[src/hdl/mpc_pkg.sv]
package mpc_pkg;

  // Page counter range and width.
  localparam int PAGE_W = 10;
  localparam logic [9:0] MAX_PAGE = 10'h3FF;
  localparam logic [9:0] MIN_PAGE = 10'h001;
  localparam logic [9:0] ZERO_PAGE = 10'h000;

  // Counter control code encodings.
  localparam logic [1:0] CCC_RESET = 2'h1;
  localparam logic [1:0] CCC_INCR = 2'h2;

  // Reservation field encodings.
  localparam logic [1:0] RSV_NOT = 2'h0;
  localparam logic [1:0] RSV_YES = 2'h3;

  // Reset value of the reserved-page threshold.
  localparam logic [9:0] RSV_PAGES_RST = 10'h000;

  // Head machine states.
  typedef enum logic {
    MPC_HD_DIS = 1'b0,
    MPC_HD_EN = 1'b1
  } mpc_head_st_t;

  // Per-bus machine states, Gray along idle, below, equal.
  typedef enum logic [1:0] {
    MPC_BS_IDLE = 2'h0,
    MPC_BS_BELOW = 2'h1,
    MPC_BS_EQUAL = 2'h3
  } mpc_bus_st_t;

  // Allocation field subfields as carried on a bus.
  typedef struct packed {
    logic [1:0] ccc;
    logic [1:0] rsv;
    logic [1:0] modulus;
  } mpc_field_t;

  // State of one per-bus machine.
  typedef struct packed {
    mpc_bus_st_t st;
    logic [9:0] cnt;
    logic [9:0] use_cnt;
    logic use_vld;
    mpc_field_t fwd;
    logic fwd_vld;
  } mpc_bus_state_t;

  // State of the head generator.
  typedef struct packed {
    mpc_head_st_t st;
    logic [9:0] cnt;
    logic [9:0] rsv_pages;
    mpc_field_t gen;
    logic gen_vld;
  } mpc_head_state_t;

endpackage : mpc_pkg

[src/hdl/mpc_page_counter.sv]
`timescale 1ns/1ps
`default_nettype none
// Summary of operation
// - Head allocation enabled only while sending and receiving stable head-of-bus status.
// - Enabled, counter below max: empty octet gets increment, counter advances.
// - Enabled, counter at max: empty octet gets reset, counter loads one.
// - Enabled then disabled: next octet gets reset, counter zero, go disabled.
// - Head disabled at power-up, on waiting status, or software disable.
// - Disabled then enabled: next octet gets reset, counter one, go enabled.
// - Disabled without enable: each empty octet gets increment.
// - Reservation marked reserved when counter not above reserved-page value.
// - Reserved-page value powers up at zero.
// - Reservation and modulus use counter value before the octet's update.
// - Modulus subfield is counter modulo four, zero when disabled.
// - Per-bus machines forward control and modulus subfields unchanged.
// - Reset is 01, increment 10; 00 and 11 are error codes.
// - Per-bus machines start idle and keep one counter each.
// - Reservation use and modulus check precede the counter update.
// - Counter offered to page functions only when above zero.
// - Below: modulus mismatch or reset clears counter and goes idle.
// - Below: match with increment or error advances; reaching max goes equal.
// - Equal: match with reset loads one and returns below.
// - Updated counter serves the next field on that bus.
// - Per-bus transitions only on a received field.
// - Equal: mismatch, increment or error clears counter and goes idle.
// - Idle: reset loads one and goes below; other codes stay idle.

////////////////////////////////////////////////////////////////////////////////
// Per-bus page counter machine.
module mpc_bus_counter (
  input wire logic core_clk,
  input wire logic rstn,
  input wire logic field_vld,
  input wire mpc_pkg::mpc_field_t field_in,
  output mpc_pkg::mpc_field_t field_out,
  output logic field_out_vld,
  output logic [9:0] bus_page_counter,
  output logic [9:0] page_for_field,
  output logic page_for_field_vld,
  output mpc_pkg::mpc_bus_st_t fsm_state
);

  mpc_pkg::mpc_bus_state_t s;
  mpc_pkg::mpc_bus_state_t next_s;
  logic mod_ok;

  assign mod_ok = (field_in.modulus == s.cnt[1:0]);

  // Next-state logic; counter and state move only on a received field, the valid flags clear without one.
  always_comb
  begin
    next_s = s;
    next_s.fwd_vld = field_vld;
    next_s.use_vld = 1'b0;
    if (field_vld)
    begin
      next_s.fwd = field_in;
      next_s.use_cnt = s.cnt;
      next_s.use_vld = (s.cnt != mpc_pkg::ZERO_PAGE);
      case (s.st)
        mpc_pkg::MPC_BS_BELOW:
        begin
          if (!mod_ok || field_in.ccc == mpc_pkg::CCC_RESET)
          begin
            next_s.cnt = mpc_pkg::ZERO_PAGE;
            next_s.st = mpc_pkg::MPC_BS_IDLE;
          end
          else
          begin
            next_s.cnt = s.cnt + 10'h001;
            if (s.cnt + 10'h001 == mpc_pkg::MAX_PAGE)
              next_s.st = mpc_pkg::MPC_BS_EQUAL;
          end
        end
        mpc_pkg::MPC_BS_EQUAL:
        begin
          if (mod_ok && field_in.ccc == mpc_pkg::CCC_RESET)
          begin
            next_s.cnt = mpc_pkg::MIN_PAGE;
            next_s.st = mpc_pkg::MPC_BS_BELOW;
          end
          else
          begin
            next_s.cnt = mpc_pkg::ZERO_PAGE;
            next_s.st = mpc_pkg::MPC_BS_IDLE;
          end
        end
        default:
        begin
          // idle waits for the reset code
          if (field_in.ccc == mpc_pkg::CCC_RESET)
          begin
            next_s.cnt = mpc_pkg::MIN_PAGE;
            next_s.st = mpc_pkg::MPC_BS_BELOW;
          end
        end
      endcase
    end
  end

  always_ff @(posedge core_clk or negedge rstn)
  begin
    if (!rstn)
      s <= '0;
    else
      s <= next_s;
  end

  // updated counter visible for the next field
  assign bus_page_counter = s.cnt;
  assign page_for_field = s.use_cnt;
  assign page_for_field_vld = s.use_vld;
  assign field_out = s.fwd;
  assign field_out_vld = s.fwd_vld;
  assign fsm_state = s.st;

  property p_below_reset;
    @(posedge core_clk) disable iff (!rstn)
    (field_vld && s.st == mpc_pkg::MPC_BS_BELOW && field_in.ccc == mpc_pkg::CCC_RESET)
    |=> (s.st == mpc_pkg::MPC_BS_IDLE && s.cnt == mpc_pkg::ZERO_PAGE);
  endproperty
  a_below_reset: assert property (p_below_reset) else $error("below did not clear on reset");

  property p_below_incr;
    @(posedge core_clk) disable iff (!rstn)
    (field_vld && s.st == mpc_pkg::MPC_BS_BELOW && mod_ok
     && field_in.ccc != mpc_pkg::CCC_RESET)
    |=> (s.cnt == $past(s.cnt) + 10'h001);
  endproperty
  a_below_incr: assert property (p_below_incr) else $error("below did not advance");

  property p_equal_reset;
    @(posedge core_clk) disable iff (!rstn)
    (field_vld && s.st == mpc_pkg::MPC_BS_EQUAL && mod_ok && field_in.ccc == mpc_pkg::CCC_RESET)
    |=> (s.st == mpc_pkg::MPC_BS_BELOW && s.cnt == mpc_pkg::MIN_PAGE);
  endproperty
  a_equal_reset: assert property (p_equal_reset) else $error("equal did not reload one");

  property p_equal_lost;
    @(posedge core_clk) disable iff (!rstn)
    (field_vld && s.st == mpc_pkg::MPC_BS_EQUAL && !(mod_ok && field_in.ccc == mpc_pkg::CCC_RESET))
    |=> (s.st == mpc_pkg::MPC_BS_IDLE && s.cnt == mpc_pkg::ZERO_PAGE);
  endproperty
  a_equal_lost: assert property (p_equal_lost) else $error("equal did not go idle");

  property p_idle_stay;
    @(posedge core_clk) disable iff (!rstn)
    (field_vld && s.st == mpc_pkg::MPC_BS_IDLE && field_in.ccc != mpc_pkg::CCC_RESET)
    |=> (s.st == mpc_pkg::MPC_BS_IDLE);
  endproperty
  a_idle_stay: assert property (p_idle_stay) else $error("idle left without reset");

  property p_quiet;
    @(posedge core_clk) disable iff (!rstn)
    !field_vld |=> ($stable(s.cnt) && $stable(s.st));
  endproperty
  a_quiet: assert property (p_quiet) else $error("counter moved without a field");

  property p_forward;
    @(posedge core_clk) disable iff (!rstn)
    field_vld |=> (field_out_vld && field_out.ccc == $past(field_in.ccc)
                   && field_out.modulus == $past(field_in.modulus));
  endproperty
  a_forward: assert property (p_forward) else $error("subfield not forwarded unchanged");

endmodule : mpc_bus_counter

////////////////////////////////////////////////////////////////////////////////
// Head generator plus one counter machine per bus.
module mpc_page_counter (
  input wire logic core_clk,
  input wire logic rstn,
  input wire logic head_of_bus_status_tx_stable,
  input wire logic head_of_bus_status_rx_stable,
  input wire logic head_of_bus_status_tx_waiting,
  input wire logic head_of_bus_status_rx_waiting,
  input wire logic sw_alloc_disable,
  input wire logic rsv_pages_wr,
  input wire logic [9:0] rsv_pages_wdata,
  input wire logic empty_octet_vld,
  output mpc_pkg::mpc_field_t gen_field,
  output logic gen_field_vld,
  output logic [9:0] head_page_counter,
  output logic head_enabled,
  output logic [9:0] rsv_pages,
  input wire logic [1:0] bus_field_vld,
  input wire mpc_pkg::mpc_field_t [1:0] bus_field_in,
  output mpc_pkg::mpc_field_t [1:0] bus_field_out,
  output logic [1:0] bus_field_out_vld,
  output logic [1:0][9:0] bus_page_counter,
  output logic [1:0][9:0] page_for_field,
  output logic [1:0] page_for_field_vld,
  output mpc_pkg::mpc_bus_st_t [1:0] bus_fsm_state
);

  mpc_pkg::mpc_head_state_t h;
  mpc_pkg::mpc_head_state_t next_h;
  logic [1:0] sync_q1;
  logic [1:0] sync_q2;
  logic alloc_en;

  // Stable head-of-bus status arrives from the link side; two stages first. Waiting status is used directly.
  always_ff @(posedge core_clk or negedge rstn)
  begin
    if (!rstn)
    begin
      sync_q1 <= 2'h0;
      sync_q2 <= 2'h0;
    end
    else
    begin
      sync_q1 <= {head_of_bus_status_tx_stable, head_of_bus_status_rx_stable};
      sync_q2 <= sync_q1;
    end
  end

  // both stable, waiting status or software disables.
  assign alloc_en = (&sync_q2) && !sw_alloc_disable
                    && !head_of_bus_status_tx_waiting && !head_of_bus_status_rx_waiting;

  // Head generator next state.
  always_comb
  begin
    next_h = h;
    next_h.gen_vld = empty_octet_vld;
    if (rsv_pages_wr)
      next_h.rsv_pages = rsv_pages_wdata;
    if (empty_octet_vld)
    begin
      // subfields from pre-update counter; reservation compare
      next_h.gen.rsv = (h.cnt <= h.rsv_pages) ? mpc_pkg::RSV_YES : mpc_pkg::RSV_NOT;
      next_h.gen.modulus = h.cnt[1:0];
      case (h.st)
        mpc_pkg::MPC_HD_EN:
        begin
          if (!alloc_en)
          begin
            next_h.gen.ccc = mpc_pkg::CCC_RESET;
            next_h.cnt = mpc_pkg::ZERO_PAGE;
            next_h.st = mpc_pkg::MPC_HD_DIS;
          end
          else if (h.cnt == mpc_pkg::MAX_PAGE)
          begin
            next_h.gen.ccc = mpc_pkg::CCC_RESET;
            next_h.cnt = mpc_pkg::MIN_PAGE;
          end
          else
          begin
            next_h.gen.ccc = mpc_pkg::CCC_INCR;
            next_h.cnt = h.cnt + 10'h001;
          end
        end
        default:
        begin
          if (alloc_en)
          begin
            next_h.gen.ccc = mpc_pkg::CCC_RESET;
            next_h.cnt = mpc_pkg::MIN_PAGE;
            next_h.st = mpc_pkg::MPC_HD_EN;
          end
          else
          begin
            next_h.gen.ccc = mpc_pkg::CCC_INCR;
          end
        end
      endcase
    end
  end

  always_ff @(posedge core_clk or negedge rstn)
  begin
    if (!rstn)
      h <= '{st: mpc_pkg::MPC_HD_DIS, cnt: mpc_pkg::ZERO_PAGE,
             rsv_pages: mpc_pkg::RSV_PAGES_RST, gen: '0, gen_vld: 1'b0};
    else
      h <= next_h;
  end

  assign gen_field = h.gen;
  assign gen_field_vld = h.gen_vld;
  assign head_page_counter = h.cnt;
  assign head_enabled = (h.st == mpc_pkg::MPC_HD_EN);
  assign rsv_pages = h.rsv_pages;

  // one ten-bit counter machine per bus
  genvar gi;
  generate
    for (gi = 0; gi < 2; gi++)
    begin : g_bus
      mpc_bus_counter u_bus (
        .core_clk(core_clk),
        .rstn(rstn),
        .field_vld(bus_field_vld[gi]),
        .field_in(bus_field_in[gi]),
        .field_out(bus_field_out[gi]),
        .field_out_vld(bus_field_out_vld[gi]),
        .bus_page_counter(bus_page_counter[gi]),
        .page_for_field(page_for_field[gi]),
        .page_for_field_vld(page_for_field_vld[gi]),
        .fsm_state(bus_fsm_state[gi])
      );
    end
  endgenerate

  property p_head_incr;
    @(posedge core_clk) disable iff (!rstn)
    (empty_octet_vld && h.st == mpc_pkg::MPC_HD_EN && alloc_en && h.cnt != mpc_pkg::MAX_PAGE)
    |=> (gen_field.ccc == mpc_pkg::CCC_INCR && h.cnt == $past(h.cnt) + 10'h001);
  endproperty
  a_head_incr: assert property (p_head_incr) else $error("head did not increment");

  property p_head_wrap;
    @(posedge core_clk) disable iff (!rstn)
    (empty_octet_vld && h.st == mpc_pkg::MPC_HD_EN && alloc_en && h.cnt == mpc_pkg::MAX_PAGE)
    |=> (gen_field.ccc == mpc_pkg::CCC_RESET && h.cnt == mpc_pkg::MIN_PAGE);
  endproperty
  a_head_wrap: assert property (p_head_wrap) else $error("head did not wrap");

  property p_head_dis;
    @(posedge core_clk) disable iff (!rstn)
    (empty_octet_vld && h.st == mpc_pkg::MPC_HD_EN && !alloc_en)
    |=> (gen_field.ccc == mpc_pkg::CCC_RESET && h.cnt == mpc_pkg::ZERO_PAGE && !head_enabled);
  endproperty
  a_head_dis: assert property (p_head_dis) else $error("head did not disable");

  property p_head_mod;
    @(posedge core_clk) disable iff (!rstn)
    empty_octet_vld |=> (gen_field.modulus == $past(h.cnt[1:0]));
  endproperty
  a_head_mod: assert property (p_head_mod) else $error("modulus wrong");

  property p_head_rsv;
    @(posedge core_clk) disable iff (!rstn)
    empty_octet_vld |=> (gen_field.rsv == (($past(h.cnt) <= $past(h.rsv_pages))
                         ? mpc_pkg::RSV_YES : mpc_pkg::RSV_NOT));
  endproperty
  a_head_rsv: assert property (p_head_rsv) else $error("reservation wrong");

endmodule : mpc_page_counter
`default_nettype wire

[config.mk]
export PLATFORM = sky130hd
export DESIGN_NAME = mpc_page_counter
export DESIGN_NICKNAME = d
export VERILOG_FILES = /design/src/hdl/mpc_pkg.sv /design/src/hdl/mpc_page_counter.sv
export SDC_FILE = /design/constraint.sdc
export NUM_CORES = 1
export LEC_CHECK = 0
export BUFFER_PORTS_ARGS = -buffer_cell sky130_fd_sc_hd__buf_2
export CORE_MARGIN = 10
export CORE_UTILIZATION = 48
export DETAILED_ROUTE_END_ITERATION = 6
export GPL_TIMING_DRIVEN = 0
export PLACE_DENSITY = 0.77
export REMOVE_ABC_BUFFERS = 1
export SKIP_CTS_REPAIR_TIMING = 1
export SYNTH_ARGS = -nofsm -noshare
export SYNTH_HDL_FRONTEND = slang
export SYNTH_SLANG_ARGS = --single-unit
[constraint.sdc]
create_clock -name core_clk -period 1.7 [get_ports core_clk]
set_input_delay 0.255 -clock core_clk [delete_from_list [all_inputs] [get_ports core_clk]]
set_output_delay 0.255 -clock core_clk [all_outputs]
set_load 0.01 [all_outputs]
Word level (Yosys, flattened, before mapping)
Index checks and enable logic that the tools add are counted.
{"block": "word_totals", "regBits": 92, "output_inout_bits": 88, "input_bits": 33, "word_cells": 87}
{"block": "classes", "order_cmp": 1, "addsub": 3, "n_eq_ne": 13, "n_reduce_logical": 23, "n_mux": 22}
{"operator": "$mux 12", "n": 4}
{"operator": "$pmux 12 s2", "n": 2}
{"operator": "$mux 11", "n": 4}
{"operator": "$add 10x1->10 const B", "n": 3}
{"operator": "$eq 10x10->1 const B", "n": 3}
{"operator": "$mux 10", "n": 2}
{"operator": "$reduce_bool 10->1", "n": 2}
{"operator": "$mux 2", "n": 7}
{"operator": "$mux 7", "n": 2}
{"operator": "$le 10x10->1", "n": 1}
{"operator": "$eq 2x1->1 const B", "n": 4}
{"operator": "$reduce_and 2->1", "n": 4}
{"operator": "$ne 3x1->1 const B", "n": 2}
{"operator": "$reduce_and 3->1", "n": 2}
{"operator": "$reduce_bool 3->1", "n": 2}
{"operator": "$logic_and 1x1->1", "n": 5}
{"operator": "$logic_not 1->1", "n": 5}
{"operator": "$eq 2x2->1", "n": 2}
{"operator": "$eq 2x2->1 const B", "n": 2}
{"operator": "$logic_or 1x1->1", "n": 2}
{"operator": "$reduce_bool 2->1", "n": 1}
{"operator": "$mux 1", "n": 1}

Depth between registers and ports, before layout
Gate-level depths: netlist of the first run.
{"block": "logic_depth", "depth_word": 6, "mapped_depth": 7, "ltp_nobuf": 7}

Modules after synthesis
A second synthesis of the first run with hierarchy kept.
{"block": "hier_totals", "hier_cells": 413, "area_unflattened_um2": 4571.9}
{"module": "mpc_bus_counter", "area_per_inst_um2": 1522.7, "cells_each": 134, "n_inst": 2, "seq_area_each_um2": 750.7}
{"module": "mpc_page_counter", "area_per_inst_um2": 1526.5, "cells_each": 145, "n_inst": 1, "seq_area_each_um2": 775.7}

Worst setup path after synthesis of the first run
No wires, ideal clock.
{"block": "synth_path", "path_kind": "reg2reg", "startpoint": "reg g_bus[0].u_bus.s (netlist bit g_bus[0].u_bus.bus_page_counter[1])", "endpoint": "reg g_bus[0].u_bus.s (netlist bit g_bus[0].u_bus.bus_page_counter[6])", "setup_ps": 74, "path_stages_with_launch": 7, "n_path_buf": 1, "period_less_slack_ps": 1748, "arrival_ps": 1674, "setup_slack_ps": -48, "required_time_ps": 1626, "cell_sequence": "dfrtp_1 > xnor2_1 > nand4_2 > or2_1 > buf_6 > or3_1 > o21ai_2"}
{"block": "synth_between", "elab_chain_len": 5, "word_cells_on_any_way": 6, "classes_between": "1 x add/sub; 1 x eq/ne; 2 x mux; 2 x reduce/logical"}
{"item": "start, declared", "line": "mpc_page_counter.sv:43", "rtl": "mpc_pkg::mpc_bus_state_t s;"}
{"item": "start signal, assigned", "line": "mpc_page_counter.sv:106", "rtl": "s <= next_s;"}
{"item": "parallel branches: the longest is 3 deep, another holds $add 10x1->10"}
{"item": "$mux 12 (*)", "line": "mpc_page_counter.sv:63", "rtl": "if (!mod_ok || field_in.ccc == mpc_pkg::CCC_RESET)"}
{"item": "$pmux 12 s2 (*)", "line": "mpc_page_counter.sv:60", "rtl": "case (s.st)"}
Every way passes the cells marked *.
A chain may end at the register's enable or synchronous reset.

Final worst setup path of the first run
{"block": "layout_path", "startpoint": "reg g_bus[1].u_bus.s (netlist bit g_bus[1].u_bus.bus_page_counter[1])", "endpoint": "reg g_bus[1].u_bus.s (netlist bit g_bus[1].u_bus.fsm_state[1])"}
{"block": "layout_between", "elab_chain_len": 5, "word_cells_on_any_way": 9, "classes_between": "1 x add/sub; 3 x eq/ne; 2 x mux; 3 x reduce/logical"}
{"item": "start, declared", "line": "mpc_page_counter.sv:43"}
{"item": "start signal, assigned", "line": "mpc_page_counter.sv:106"}
{"item": "parallel branches: the longest is 5 deep, another holds $add 10x1->10"}
Parallel ways; which one is timed is not known.

==> flow_summary.ini, run 1 <==
[cells_and_area]
drive_gt1_share_pct = 44.56
synthToLayoutAreaGrowth_pct = 30.41
nFillCells = 731
final_cell_mix = 119 x buf_2, 77 x dfrtp_1, 37 x mux2_2
nets = 606
final_util_pct = 63.89
n_antenna_cell = 0
layout_commonest_cell = buf_2

[sta]
period_share_pct = 98.57
skew_ns = 0.01511
rsz0062_at_grt = true
relSlewSlack_pct = 52.46
whs_ns = 0.1073
period_minus_slack_ns = 1.676
report.final.slew_viol_count = 0
timing.fmax_mhz = 596.8
final-setup-viol-count = 0
tightest_slew_ns = 0.7083
setup_ws_ns = 0.02438
hold_violations = 0

[worst_hold_path]
min_path_type = input port to flop
min_to = rsv_pages[6]$_DFFE_PN0P_
hold_depth = 3
holdCritStartpoint = rsv_pages_wdata[6]

[floorplan]
ioPinCount = 121
dieArea_sq_mm = 0.01366
core-area_sq_mm = 0.009196
rows = 35
die_h_um = 116.9
start_util_pct = 48.99
die_w_um = 116.9

[synthesis]
async_flop_share_pct = 100.0
ys_ff_latch = 91
synth_edf_count = 0
synth_top_area_share_pct = 50.54
synth_flop_cell = dfrtp_1
yosysUniqueCellTypes = 58
synthCells = 417
netlist_area_sq_mm = 0.004506
ys_warn_count = 0
ys_seq_area_share_pct = 50.54
avgSynthCellArea_sq_um = 10.80
synth_area_leaders = dfrtp_1 51%, mux2_2 9.2%, ha_1 4.7%
synth_area_leader_cell = dfrtp_1

[clock_network]
clock_latency_ns = 0.35
cts_made_buffers = 9
ctsHtreeMaxLevel = 3
clk_pin_slew_ns = 0.10
cts_sinks = 91
cts_root_buf = clkbuf_8
cts_tree = built
clock_path_buffers = 2

[global_routing]
grt_pass1_wl_um = 17690
grt_overflow = 0
grt_pass1_vias = 3632
grt_antenna_before_repair = 0
grt_max_degree = 49
grtUsageTotal_pct = 16.02

[pwr]
powerDensity_mw_per_mm2 = 907.9
p_leak_nw = 2.932
irDropWorstVdd_mv = 0.5068

[setup_path]
worstReg2RegEnd = g_bus[1].u_bus.fsm_state[1]$_DFFE_PN0P_
r2r_start = g_bus[1].u_bus.bus_page_counter[1]$_DFFE_PN0P_
rr_worst_depth = 6
critPathCaptureType = flop
ff2ff_setup_slack_ns = 0.02
cp_max_fo = 7
required_ns = 1.98
start_kind = flop
cp.arrival_ns = 1.95
critical_path_class = flop to flop

[routing]
drc = 0
routed_wirelength_um = 11560
vias = 3719
first_iter_violations = 219
viasPerCell = 5.534
wl_per_cell_um = 17.20
postRouteAntennaNets = 0
drtPass1Iterations = 6

[run_status]
status = finished, final reports clean

[placement]
dp_slack_ns = -0.6419
numPortBuffers = 120
hpwl_um = 8045
gp_congestion = 0.8998

[job]
maxCapViolCount = 0
==> synthesized netlist by cell type (all sizes together), types with 2 or more instances <==
cell,number
dfrtp,91
and2,2
nor3,8
xor2,12
a21o,9
nand3,11
nor2b,2
buf,10
o211ai,3
inv,23
or2,2
nor2,23
a31oi,4
and2b,2
a32o,2
or3,3
a22o,5
xnor2,7
ha,17
nand4,7
and3,6
a21oi,8
o2111ai,4
o22ai,2
nor4,5
nor4b,2
clkbuf,16
o31ai,9
a21boi,2
nand2,32
and4,4
mux2i,3
mux2,37
o21ai,33
==> state kept, by name, summed over array words and instances (netlist names) <==
signal and cells:
g_bus.u_bus.page_for_field 20, sync_q1 2, sync_q2 2, gen_field 5, g_bus.u_bus.fsm_state 4, head_page_counter 10, g_bus.u_bus.bus_page_counter 20, rsv_pages 10
g_bus.u_bus.field_out 12, g_bus.u_bus.page_for_field_vld 2, head_enabled 1, g_bus.u_bus.field_out_vld 2, gen_field_vld 1
==> metal layers <==
layer | global-route usage (%) | vias to the layer above | wire [um]
li1 | - | 1761 | -
met1 | 19.61 | 1811 | 4816
met2 | 26.58 | 131 | 5654
met3 | 4.128 | 16 | 932
met4 | 6.096 | 0 | 155
met5 | 0 | - | 0
==> stage by stage <==
step	cells	TNS [ns]	instance area [sq um]	power [mW]
after detailed placement	623	-8.293	5151	3.450
after global routing	672	-0.2012	5876	5.637
final	672	0	5876	5.335
after CTS	639	-7.943	5374	5.117
after global placement	622	-53.56	5115	3.409
after floorplan	391	-4.498	4375	3.008
==> cells by family after synthesis <==
family	share of synthesized area (%)
AO/OA/AOI/OAI	12.80
XOR/XNOR	3.693
multiplexers	9.914
AND/OR/NAND/NOR	13.52
flip-flops	50.54
adder cells (fa/ha/maj)	4.721
buffers and inverters	4.804
==> worst max-delay path by stage <==
| stage | startpoint | end | slack, ns |
|---|---|---|---|
| 4_1_cts | sync_q2[0]$_DFF_PN0_ | head_page_counter[2]$_DFFE_PN0P_ | -0.56 |
| 2_1_floorplan | sw_alloc_disable | gen_field[5]$_DFFE_PN0P_ | -0.43 |
| 3_3_place_gp | sw_alloc_disable | head_page_counter[9]$_DFFE_PN0P_ | -1.12 |
| 5_1_grt | sync_q2[0]$_DFF_PN0_ | head_page_counter[4]$_DFFE_PN0P_ | -0.09 |
| 3_5_place_dp | sw_alloc_disable | gen_field[5]$_DFFE_PN0P_ | -0.64 |
| 6_report | g_bus[1].u_bus.bus_page_counter[1]$_DFFE_PN0P_ | g_bus[1].u_bus.fsm_state[1]$_DFFE_PN0P_ | 0.02 |
==> layout make-up <==
| class | instances | area (sq um) | area share, % |
|---|---|---|---|
| Multi-Input combinational cell | 278 | 2247 | 38.25 |
| Tap cell | 111 | 138.9 | 2.364 |
| Timing Repair Buffer | 153 | 885.9 | 15.08 |
| Inverter | 23 | 86.33 | 1.469 |
| Clock buffer | 9 | 123.9 | 2.108 |
| Sequential cell | 91 | 2295 | 39.05 |
| Clock inverter | 7 | 98.84 | 1.682 |
==> power breakdown <==
| part | internal (mW) | switching [mW] |
|---|---|---|
| Sequential | 2.34 | 0.173 |
| Combinational | 0.568 | 0.604 |
| Clock | 0.839 | 0.812 |
| Total | 3.75 | 1.59 |
==> worst max-delay path, cell delays in order (launching register included) <==
cell and delay, ns:
dfrtp_2 0.48, buf_6 0.15, nand3_4 0.09, or3b_1 0.38, a21oi_1 0.16, o2111ai_1 0.17
a21boi_2 0.16
No activity file was read; power rests on OpenSTA's default activity.
==> run 2: changes to the inputs <==
- BUFFER_PORTS_ARGS: -buffer_cell sky130_fd_sc_hd__buf_2 -> -buffer_cell sky130_fd_sc_hd__buf_4
- MAX_ROUTING_LAYER: not set -> met4
- clock period: 1.7 -> 1.5 ns (I/O delays scaled with it)
==> flow_summary.ini, run 2 (synthesized netlist as in run 1, its figures left out) <==
[global_routing]
grt_pass1_vias = 3729
grt_pass1_wl_um = 18060
grt_antenna_before_repair = 0
grt_max_degree = 92
grtUsageTotal_pct = 16.56
grt_overflow = 0

[pwr]
power.total_mw = 6.495
powerDensity_mw_per_mm2 = 996.2
pwr-share-comb_pct = 23.3
internal-power_mw = 4.645
p_seq_share_pct = 44.4
pwr-share-clk_pct = 32.3
p_sw_mw = 1.851
p_leak_nw = 3.124
switching_share_pct = 28.49
irDropWorstVdd_mv = 0.6007

[floorplan]
ioPinCount = 121
dieArea_sq_mm = 0.01366
rows = 35
core-area_sq_mm = 0.009196
die_w_um = 116.9
die_h_um = 116.9
start_util_pct = 48.99

[setup_path]
cpMostUsedCell = buf_4
cp_max_fo = 7
cpMaxStageDelayCell = dfrtp_2
critPathCaptureType = flop
cp.arrival_ns = 2.02
crit_family = flip-flops
critical_path_class = flop to flop
required_ns = 1.75
cp.buffers_inverters = 2
crit_chain = xor2_2 -> nor4_4 -> buf_4 -> buf_4 -> a32o_1 -> a22o_1
start_kind = flop
cp_slowest_stage_delay_ns = 0.51

[sta]
whs_ns = 0.05895
skew_ns = 0.01109
period_minus_slack_ns = 1.770
setup_ws_ns = -0.2703
final-setup-viol-count = 31
report.final.slew_viol_count = 0
period_share_pct = 118.0
rsz0062_at_grt = true
hold_violations = 0
relSlewSlack_pct = 23.63
tightest_slew_ns = 1.146
timing.fmax_mhz = 564.9

[placement]
placedCellCount = 623
hpwl_um = 8013
dp_slack_ns = -0.4826
gp_congestion = 0.9340
numPortBuffers = 120

[clock_network]
ctsHtreeMaxLevel = 3
clock_path_buffers = 2
clock_latency_ns = 0.36
cts_root_buf = clkbuf_8
clk_pin_slew_ns = 0.10
cts_sinks = 91
cts_made_buffers = 9
cts_tree = built

[cells_and_area]
synthToLayoutAreaGrowth_pct = 44.71
final_util_pct = 70.90
drive_gt1_share_pct = 51.90
layout_commonest_cell = buf_4
final_cell_mix = 162 x buf_4, 72 x dfrtp_1, 36 x mux2_2
nets = 625
fin_cells = 691
n_antenna_cell = 0

[routing]
postRouteAntennaNets = 0
drc = 0
first_iter_violations = 294
vias = 3893
wl_per_cell_um = 18.54
viasPerCell = 5.634
drtPass1Iterations = 5
routed_wirelength_um = 12810

[worst_hold_path]
min_path_type = input port to flop

[run_status]
violations = negative setup slack
status = complete, but fails checks

[job]
maxCapViolCount = 0
-- run 2: cell type report --
type                            instances  area [sq um]
Tap cell                              111         138.9
Sequential cell                        91          2301
Inverter                               23         86.33
Clock inverter                          5         107.6
Clock buffer                           11         151.4
Fill cell                             636          2676
Multi-Input combinational cell        278          2409
Timing Repair Buffer                  172          1326
-- run 2: power by group through the flow --
stage	registers [mW]	logic, mW	clock network [mW]
5_1_grt	2.91	1.64	2.23
3_5_place_dp	2.91	1.14	0
2_1_floorplan	2.94	0.471	0
3_3_place_gp	2.89	1.11	0
6_report	2.88	1.51	2.10
4_1_cts	2.86	1.15	2.14
-- run 2: per-stage QoR --
stage          setup TNS, ns  cell area (sq um)
2_1_floorplan         -8.007               4375
3_3_place_gp          -20.24               5415
3_5_place_dp          -9.142               5429
4_1_cts               -9.944               5688
5_1_grt               -6.122               6520
6_report              -4.204               6520
-- run 2: worst paths after layout --
path | start | end | slack [ns] | cells after the start
max | g_bus[1].u_bus.bus_page_counter[0]$_DFFE_PN0P_ | g_bus[1].u_bus.bus_page_counter[0]$_DFFE_PN0P_ | -0.27 | 6
min | rsv_pages_wdata[2] | rsv_pages[2]$_DFFE_PN0P_ | 0.06 | 3
max reg2reg | g_bus[1].u_bus.bus_page_counter[0]$_DFFE_PN0P_ | g_bus[1].u_bus.bus_page_counter[0]$_DFFE_PN0P_ | -0.27 | 6
min reg2reg | sync_q1[1]$_DFF_PN0_ | sync_q2[1]$_DFF_PN0_ | 0.36 | 0
max in group asynchronous | rstn | g_bus[1].u_bus.bus_page_counter[1]$_DFFE_PN0P_ | 0.61 | 1
min in group asynchronous | rstn | sync_q1[1]$_DFF_PN0_ | 0.08 | 1
-- run 2: metal layers --
layer	track usage, %	wire (um)	vias to the layer above
met2	26.62	6377	152
met3	3.517	862	10
li1	-	-	1802
met5	-	0	-
met1	20.29	5460	1929
met4	5.766	111	0
-- run 2: worst register-to-register path: cells and delay by family (launching register included) --
| family | cells | cell delay (ns) |
|---|---|---|
| simple gates | 1 | 0.08 |
| flops | 1 | 0.51 |
| xor+xnor | 1 | 0.32 |
| buf+inv | 2 | 0.30 |
| compound gates | 2 | 0.47 |
